<file path="src/rtl/cam_back_pkg.sv">
package cam_back_pkg;
  // ==========================================================
  // timing
  // ==========================================================
  localparam int unsigned CLK_MHZ      = 250;  // system clock rate
  localparam int unsigned DEBOUNCE_US  = 1;    // input settle time
  localparam int unsigned DEBOUNCE_CYC = DEBOUNCE_US * CLK_MHZ;  // 250 cycles
  localparam int unsigned DB_W         = 9;    // debounce counter width
  localparam int unsigned N_IN         = 9;    // debounced inputs
  // ==========================================================
  // input vector positions
  // ==========================================================
  localparam int unsigned IN_DOOR  = 0;
  localparam int unsigned IN_SYNC  = 1;
  localparam int unsigned IN_PERF  = 2;
  localparam int unsigned IN_PWR   = 3;
  localparam int unsigned IN_CODE0 = 4;  // code bits 4..8
  localparam int unsigned CODE_W   = 5;
  // pins held high by pull-ups when nothing drives them: door and sync contact
  localparam logic [N_IN-1:0] IN_IDLE = 9'h003;
  // ==========================================================
  // film codes
  // ==========================================================
  localparam logic [4:0] CODE_NONE    = 5'h00;
  localparam logic [4:0] CODE_PACK    = 5'h01;
  localparam logic [4:0] CODE_AUTO    = 5'h02;
  localparam logic [4:0] CODE_4X5     = 5'h03;
  localparam logic [4:0] CODE_6X7     = 5'h04;
  localparam logic [4:0] CODE_RSVD_A  = 5'h05;
  localparam logic [4:0] CODE_RSVD_B  = 5'h06;
  localparam logic [4:0] CODE_GENERIC = 5'h07;
  // ==========================================================
  // back types
  // ==========================================================
  typedef enum logic [2:0] {
    BACK_35MM, BACK_PACK, BACK_AUTO, BACK_4X5, BACK_6X7, BACK_GENERIC, BACK_RESERVED
  } back_type_t;
  // motor direction command
  typedef enum logic [1:0] {
    MOTOR_OFF, MOTOR_WIND, MOTOR_REWIND
  } motor_cmd_t;
endpackage

</file>
<file path="src/rtl/debounce_if.sv">
`timescale 1ns/1ns
// ==========================================================
// raw and settled input levels between top and filter bank
// ==========================================================
interface debounce_if;
  import cam_back_pkg::*;
  logic [N_IN-1:0] raw;     // already two-flop synchronised
  logic [N_IN-1:0] stable;  // settled level
  logic [N_IN-1:0] change;  // one-cycle pulse on settle change
  modport filt (input raw, output stable, output change);
  modport user (output raw, input stable, input change);
endinterface

</file>
<file path="src/rtl/debounce_bank.sv">
`timescale 1ns/1ns
module debounce_bank
  import cam_back_pkg::*;
(
  // clock and reset
  input  wire logic clk,
  input  wire logic arst_n,
  // levels
  debounce_if.filt  dbi
);
  import cam_back_pkg::*;
  typedef struct packed {
    logic [N_IN-1:0]          stable;
    logic [N_IN-1:0]          change;
    logic [N_IN-1:0][DB_W-1:0] cnt;
  } db_state_t;
  db_state_t st_r;   // registered state
  db_state_t st_nxt; // next state
  // ==========================================================
  // per-input settle counters
  // ==========================================================
  // a level must hold for the whole window before it is accepted
  always_comb begin
    st_nxt        = st_r;
    st_nxt.change = '0;
    for (int i = 0; i < N_IN; i++) begin
      if (dbi.raw[i] == st_r.stable[i]) begin
        st_nxt.cnt[i] = '0;  // no disagreement, restart window
      end else if (st_r.cnt[i] == DB_W'(DEBOUNCE_CYC - 1)) begin
        st_nxt.stable[i] = dbi.raw[i];
        st_nxt.change[i] = 1'b1;
        st_nxt.cnt[i]    = '0;
      end else begin
        st_nxt.cnt[i] = st_r.cnt[i] + DB_W'(1);
      end
    end
  end
  // state register
  always_ff @(posedge clk or negedge arst_n) begin
    if (!arst_n) begin
      // settled levels start at the pins' idle levels, so no false change follows reset
      st_r        <= '0;
      st_r.stable <= IN_IDLE;
    end else begin
      st_r <= st_nxt;
    end
  end
  assign dbi.stable = st_r.stable;
  assign dbi.change = st_r.change;
endmodule

</file>
<file path="src/rtl/camera_back_interface.sv">
`timescale 1ns/1ns
module camera_back_interface
  import cam_back_pkg::*;
(
  // clock and reset
  input  wire logic                    clk,
  input  wire logic                    arst_n,
  // firmware control
  input  wire logic                    shutter_open_req,
  input  wire logic                    shutter_close_req,
  input  wire cam_back_pkg::motor_cmd_t motor_cmd,
  input  wire logic                    perf_enable,
  // connector inputs
  input  wire logic                    door_switch_in,
  input  wire logic                    sync_contact_in,
  input  wire logic                    perf_sense_in,
  input  wire logic                    back_power_sense,
  input  wire logic                    film_code_bit0,
  input  wire logic                    film_code_bit1,
  input  wire logic                    film_code_bit2,
  input  wire logic                    film_code_bit3,
  input  wire logic                    film_code_bit4,
  // shutter outputs
  output logic                         shutter_hold_drive,
  output logic                         shutter_hold_oe,
  output logic                         shutter_actuate_drive,
  // motor bridge
  output logic                         film_wind_neg,
  output logic                         film_wind_pos,
  // perforation emitter
  output logic                         perf_emitter_anode,
  output logic                         perf_emitter_cathode,
  // status to firmware
  output logic                         door_closed,
  output logic                         sync_level,
  output logic                         perf_seen,
  output logic                         back_power_ok,
  output logic [CODE_W-1:0]            film_code,
  output cam_back_pkg::back_type_t     back_type,
  output logic                         shutter_busy,
  output logic                         door_event,
  output logic                         perf_event,
  output logic                         code_event,
  output logic                         power_event
);
  import cam_back_pkg::*;

  // shutter sequence states
  // idle: actuation high, hold line floating
  // pulse low: actuation has just gone low, give the back a cycle
  // wait sync low: contact closing means the blades have opened
  // wait sync high: hold line now keeps the shutter open
  // hold: open until firmware asks for a close
  typedef enum logic [2:0] {
    SH_IDLE, SH_PULSE_LOW, SH_WAIT_SYNC_LOW, SH_WAIT_SYNC_HIGH, SH_HOLD
  } shutter_state_t;

  // all registered state of this module
  // one struct keeps reset and register update in a single place;
  // the outputs other than the constant hold pin value are plain fields of it, so each leaves a flop
  typedef struct packed {
    logic [N_IN-1:0]   sync1;    // first synchroniser stage
    logic [N_IN-1:0]   sync2;    // second synchroniser stage
    shutter_state_t    sh;
    logic              hold_oe;
    logic              actuate;
    logic              wind_neg;
    logic              wind_pos;
    logic              led_a;
    logic              led_k;
    logic              door;
    logic              syncl;
    logic              perf;
    logic              pwr;
    logic [CODE_W-1:0] code;
    back_type_t        btype;
    logic              busy;
    logic              ev_door;
    logic              ev_perf;
    logic              ev_code;
    logic              ev_pwr;
  } cb_state_t;

  cb_state_t st_r;   // registered state
  cb_state_t st_nxt; // next state

  // the filter bank sees the second synchroniser stage only
  // and hands back settled levels and one-cycle change pulses
  debounce_if dbi ();  // link to the filter bank

  // ==========================================================
  // decode of film code to camera back type
  // ==========================================================
  // unlisted codes are film speed codes, hence a 35mm back
  // codes five and six are kept apart so firmware can refuse them
  // rather than mistake a future back for a 35mm one
  // kept as a function so the type decode lives in one place
  function automatic back_type_t decode_back(input logic [CODE_W-1:0] c);
    back_type_t t;
    t = BACK_35MM;
    case (c)
      CODE_PACK:    t = BACK_PACK;
      CODE_AUTO:    t = BACK_AUTO;
      CODE_4X5:     t = BACK_4X5;
      CODE_6X7:     t = BACK_6X7;
      CODE_GENERIC: t = BACK_GENERIC;
      CODE_RSVD_A:  t = BACK_RESERVED;
      CODE_RSVD_B:  t = BACK_RESERVED;
      default:      t = BACK_35MM;
    endcase
    return t;
  endfunction

  // ==========================================================
  // filter bank
  // ==========================================================
  // latency from pin to status: two synchroniser flops, the settle
  // window and one status flop, 253 cycles in all
  // shorter glitches never reach the status outputs
  // settle filtered inputs
  assign dbi.raw = st_r.sync2;

  debounce_bank u_debounce (
    .clk    (clk),
    .arst_n (arst_n),
    .dbi    (dbi)
  );

  // ==========================================================
  // next state
  // ==========================================================
  // everything below except the first synchroniser stage reads registered
  // state and settled levels, so no path runs from a pin to an output
  always_comb begin
    logic [CODE_W-1:0] code_now;
    code_now = '0;
    st_nxt   = st_r;

    // trade-off: every input pays the same settle delay, the sync
    // contact included, so exposure timing is coarse by that much
    // two-flop synchronisers; second stage feeds the filters only
    st_nxt.sync1 = {film_code_bit4, film_code_bit3, film_code_bit2, film_code_bit1,
                    film_code_bit0, back_power_sense, perf_sense_in, sync_contact_in,
                    door_switch_in};
    st_nxt.sync2 = st_r.sync1;

    // settled status; the door switch pulls low when closed
    // a missing back reads as an open door
    // door switch level
    st_nxt.door  = ~dbi.stable[IN_DOOR];
    st_nxt.syncl = dbi.stable[IN_SYNC];
    // the perforation status is masked while perf_enable is low,
    // since the sensor has nothing to see then
    // sensor read only while perf_enable is set
    st_nxt.perf  = perf_enable & dbi.stable[IN_PERF];
    // back power sense is its own input, not a code bit
    st_nxt.pwr   = dbi.stable[IN_PWR];
    // five bits form the code, bit4 most significant
    code_now     = dbi.stable[IN_CODE0 +: CODE_W];
    st_nxt.code  = code_now;
    st_nxt.btype = decode_back(code_now);

    // several code bits settling in one cycle give a single pulse;
    // bits settling apart give one pulse each
    // one-cycle change events
    st_nxt.ev_door = dbi.change[IN_DOOR];
    st_nxt.ev_perf = perf_enable & dbi.change[IN_PERF];
    st_nxt.ev_code = |dbi.change[IN_CODE0 +: CODE_W];
    st_nxt.ev_pwr  = dbi.change[IN_PWR];

    // firmware must pass through off before reversing; the bridge
    // itself inserts no dead time
    // complementary bridge halves; off brakes both low
    case (motor_cmd)
      MOTOR_WIND: begin
        st_nxt.wind_neg = 1'b0;
        st_nxt.wind_pos = 1'b1;
      end
      MOTOR_REWIND: begin
        st_nxt.wind_neg = 1'b1;
        st_nxt.wind_pos = 1'b0;
      end
      default: begin
        st_nxt.wind_neg = 1'b0;
        st_nxt.wind_pos = 1'b0;
      end
    endcase

    // the type used here is last cycle's, so the emitter follows
    // a type change one cycle late
    // emitter lit only with a 35mm back attached
    st_nxt.led_a = perf_enable & (st_r.btype == BACK_35MM);
    st_nxt.led_k = 1'b0;

    // shutter sequencer: actuation low, then release high with sync
    // a close request wins over everything and floats the hold line
    case (st_r.sh)
      SH_IDLE: begin
        // an open with a close in the same cycle is ignored
        if (shutter_open_req && !shutter_close_req) begin
          st_nxt.actuate = 1'b0;
          st_nxt.sh      = SH_PULSE_LOW;
        end
      end
      SH_PULSE_LOW: begin
        // one cycle for the back to see the falling edge
        st_nxt.sh = SH_WAIT_SYNC_LOW;
      end
      SH_WAIT_SYNC_LOW: begin
        // no time limit: a back that never closes the contact leaves
        // the sequence here until firmware closes
        // sync falls: shutter has fired
        if (!dbi.stable[IN_SYNC]) begin
          st_nxt.actuate = 1'b1;
          st_nxt.hold_oe = 1'b1;
          st_nxt.sh      = SH_WAIT_SYNC_HIGH;
        end
      end
      SH_WAIT_SYNC_HIGH: begin
        // contact reopening ends the exposure window
        if (dbi.stable[IN_SYNC]) begin
          st_nxt.sh = SH_HOLD;
        end
      end
      SH_HOLD: begin
        // waits here for firmware to close
      end
      default: begin
        // unused state codes fall back to rest
        st_nxt.sh = SH_IDLE;
      end
    endcase
    if (shutter_close_req) begin
      // close also recovers a sequence stuck waiting for the contact
      // release hold line to float
      st_nxt.hold_oe = 1'b0;
      st_nxt.actuate = 1'b1;
      st_nxt.sh      = SH_IDLE;
    end
    st_nxt.busy = (st_nxt.sh != SH_IDLE);
  end

  // ==========================================================
  // state register
  // ==========================================================
  // inputs idle at their pull levels after reset
  // the asynchronous branch loads constants only
  always_ff @(posedge clk or negedge arst_n) begin
    if (!arst_n) begin
      st_r         <= '0;
      st_r.actuate <= 1'b1;
      st_r.sync1   <= IN_IDLE;
      st_r.sync2   <= IN_IDLE;
    end else begin
      st_r <= st_nxt;
    end
  end

  // ==========================================================
  // outputs, each straight from a flop except the constant hold pin value
  // ==========================================================
  // the hold pin is open drain: its value is always low and only
  // the enable moves, so the shutter closes on a floating line
  // busy is registered with the state, so it agrees with the
  // sequencer in every cycle
  assign shutter_hold_drive    = 1'b0;
  assign shutter_hold_oe       = st_r.hold_oe;
  assign shutter_actuate_drive = st_r.actuate;
  assign film_wind_neg         = st_r.wind_neg;
  assign film_wind_pos         = st_r.wind_pos;
  assign perf_emitter_anode    = st_r.led_a;
  assign perf_emitter_cathode  = st_r.led_k;
  assign door_closed           = st_r.door;
  assign sync_level            = st_r.syncl;
  assign perf_seen             = st_r.perf;
  assign back_power_ok         = st_r.pwr;
  assign film_code             = st_r.code;
  assign back_type             = st_r.btype;
  assign shutter_busy          = st_r.busy;
  assign door_event            = st_r.ev_door;
  assign perf_event            = st_r.ev_perf;
  assign code_event            = st_r.ev_code;
  assign power_event           = st_r.ev_pwr;
endmodule

</file>
<file path="config.mk">
export PLATFORM = sky130hd
export DESIGN_NAME = camera_back_interface
export DESIGN_NICKNAME = d
export VERILOG_FILES = /design/src/rtl/cam_back_pkg.sv /design/src/rtl/debounce_if.sv /design/src/rtl/debounce_bank.sv /design/src/rtl/camera_back_interface.sv
export SDC_FILE = /design/constraint.sdc
export NUM_CORES = 1
export LEC_CHECK = 0
export BUFFER_PORTS_ARGS = -buffer_cell sky130_fd_sc_hd__buf_2
export CAP_MARGIN = 20
export CORE_MARGIN = 10
export CORE_UTILIZATION = 60
export CTS_BUF_LIST = sky130_fd_sc_hd__clkbuf_4 sky130_fd_sc_hd__clkbuf_8 sky130_fd_sc_hd__clkbuf_16
export CTS_CLUSTER_DIAMETER = 120
export DETAILED_ROUTE_END_ITERATION = 7
export HOLD_SLACK_MARGIN = 0.1
export PLACE_DENSITY = 0.84
export SLEW_MARGIN = 20
export SYNTH_ARGS = -nofsm -noshare
export SYNTH_HDL_FRONTEND = slang
export SYNTH_SLANG_ARGS = --single-unit
</file>
<file path="constraint.sdc">
create_clock -name clk -period 2.6 [get_ports clk]
set_clock_uncertainty 0.15 [all_clocks]
set_input_delay 0.26 -clock clk [delete_from_list [all_inputs] [get_ports clk]]
set_output_delay 0.26 -clock clk [all_outputs]
set_load 0.005 [all_outputs]
</file>
==> metrics.yaml <==
setup_path:
  cp-end-kind: "register"
  reg2regPathDepth: 5
  worstSetupPathType: "register to register"
  r2r_end: "u_debounce.st_r[46]"
  reg2reg_slack_ps: 890
  r2r-start: "u_debounce.st_r[46]"
  cp_data_arrival_time_ps: 1950
  start_kind: "register"
  crit_required_ps: 2840
  crit_path_max_fanout: 6
final_layout:
  layout-drive-gt1-share_pct: 14.2
  fillers: 650
  fin_cells: 744
  nets: 632
  syn2layout_area_growth_pct: 18.7
  num_antenna_cells: 0
clock_network:
  cts_setup_buffers: 0
  tritoncts: "built"
  cts_max_level: 4
  numCtsBuffers: 17
  clock_insertion_delay_worst_skew_ps: 530
  clk_path_buf_depth: 2
  cts.hold.buffers_added: 16
  cts_sinks: 141
  cts_root_buf: "clkbuf_8"
  cts_resized: 0
  clkTransAtPathRegs_ps: 60
synth:
  synth_cells: 534
  netlist_area_um2: 6020
  yosys.cell_types.count: 43
  synth_most_common_cell: "dfrtp_1"
  yosys_warnings: 0
  yosys.area.top_type: "dfrtp_1"
  synth_area_leaders: "dfrtp_1 (56%), nor2_1 (4.2%), ha_1 (3.7%)"
  yosysSeqAreaShare_pct: 58.8
  synth_edf_count: 0
  ys.flop_type: "dfrtp_1"
  avgSynthCellArea_um2: 11.3
  synth_top_area_share_pct: 55.7
  ys_ff_latch: 141
  synth_common_cells: "dfrtp_1 (134), nor2_1 (68), nand3_1 (31)"
  synthArstFlopShare_pct: 100
timing:
  rsz0062_at_grt: "no"
  setup_viol: 0
  timing.final.crit_share_pct: 65.9
  setup_tns_ps: 0
  relSlewSlack_pct: 62.7
  slew_violations: 0
  max_freq_ghz: 0.584
  finalCriticalPeriod_ps: 1710
  finalHoldViolCount: 0
  tightest_slew_ps: 560
routing:
  wire_per_inst_um: 15.3
  ant_nets: 0
  vias: 4139
  drt_iter0_markers: 302
  first_pass_iters: 5
  drc: 0
  via_per_inst: 5.56
  finalWirelength_mm: 11.4
floorplan:
  die_h_um: 120
  fp-row-count: 36
  die-area_um2: 14400
  die_w_um: 120
  core_um2: 9770
  ios: 40
  initial_core_util_pct: 61.5
pwr:
  peakVddDrop_mv: 0.565
  cellPowerDensity_nw_per_um2: 720
  p_leak_nw: 3.17
run:
  drv_cap: 0
run_status:
  status: "complete, no violations"
placed_design:
  dp_cells: 696
  routabilityCongestion: 0.838
  numPortBuffers: 37
  hpwl_mm: 7.62
grt:
  first_global_vias: 4420
  grt_antenna_before_repair: 0
  grt_remaining_overflow: 0
  grt_pass1_wl_mm: 20.4
  grt_max_degree: 62
  grt.total_usage_pct: 17.3
min_path:
  worstHoldPathType: "primary input to async pin"
-- flip-flops by register name, summed over array words and instances, names as in the netlist, 3 cells and up --
register / cells
u_debounce.dbi.change: 8
u_debounce.dbi.stable: 9
u_debounce.st_r: 81
back_type: 3
st_nxt: 9
st_r: 3
dbi.raw: 9
film_code: 5
-- cell type report --
type,instances,area (um2),area share [%]
sequential,141,3540,49.5
multi-input combinational,353,2290,32.1
clock buffer,21,463,6.48
timing repair buffer,56,387,5.42
clock inverter,11,188,2.63
tap,133,166,2.33
inverter,29,109,1.52
-- worst max-delay path: stages, from the launching register on --
cell and delay [ps]:
dfrtp_1 420, inv_1 80, ha_1 130, nand4bb_1 220, o21ai_1 470, nor2_1 110
-- layout by cell type, fill, tap and decap left out, types with 6 or more instances in the layout --
cell	n
a21oi_1	26
buf_2	36
clkbuf_16	16
dfrtp_1	134
dfstp_2	7
dlygate4sd3_1	16
ha_1	18
inv_1	29
mux2_1	8
nand2_1	16
nand3_1	31
nand4_1	17
nand4bb_1	8
nor2_1	68
nor3_1	12
o21a_1	8
o21ai_0	20
o21ai_1	8
o221a_2	6
o31ai_1	6
or3_1	22
xnor2_1	25
xor2_1	20
-- worst max-delay path by stage --
stage,start,endpoint,slack [ps],cells after the start
2_1_floorplan,u_debounce.st_r[73],u_debounce.dbi.stable[8],1090,5
3_3_place_gp,u_debounce.st_r[37],u_debounce.st_r[39],1020,5
3_5_place_dp,u_debounce.st_r[46],u_debounce.st_r[48],950,5
4_1_cts,u_debounce.st_r[46],u_debounce.st_r[46],870,5
5_1_grt,u_debounce.st_r[46],u_debounce.st_r[46],760,5
6_report,u_debounce.st_r[46],u_debounce.st_r[46],890,5
-- logic make-up after synthesis --
family / synth area share (%)
AOI/OAI and AO/OA: 9.19
xor gates and xnor gates: 6.55
adders and majority gates: 3.74
buffers and inverters: 3.20
DFF: 58.8
muxes: 1.85
other: 0.0623
and+or+nand+nor: 16.6
-- stage by stage --
stage	utilization [%]	total power, mW	instance area (um2)	hold WS (ps)	worst slack [ps]
after floorplan	-	2.46	6020	-186	1090
after global placement	64.7	2.54	6330	115	1020
after detailed placement	64.7	2.56	6330	126	946
after CTS	73.0	5.21	7140	140	874
after global routing	73.0	5.34	7140	179	759
final	73.0	5.14	7140	124	888
-- power breakdown --
| part | internal, mW | switching (mW) |
|---|---|---|
| clock network | 1.74 | 0.858 |
| registers | 2.26 | 0.0610 |
| logic | 0.0958 | 0.130 |
| total | 4.09 | 1.05 |
-- metal layers --
metal	up-vias	wire length, um	global-route usage (%)
li1	1983	-	-
met1	2061	4860	19.7
met2	78	5880	29.5
met3	17	442	4.55
met4	0	172	8.90
met5	-	0	0
(Power assumes the default switching activity.)
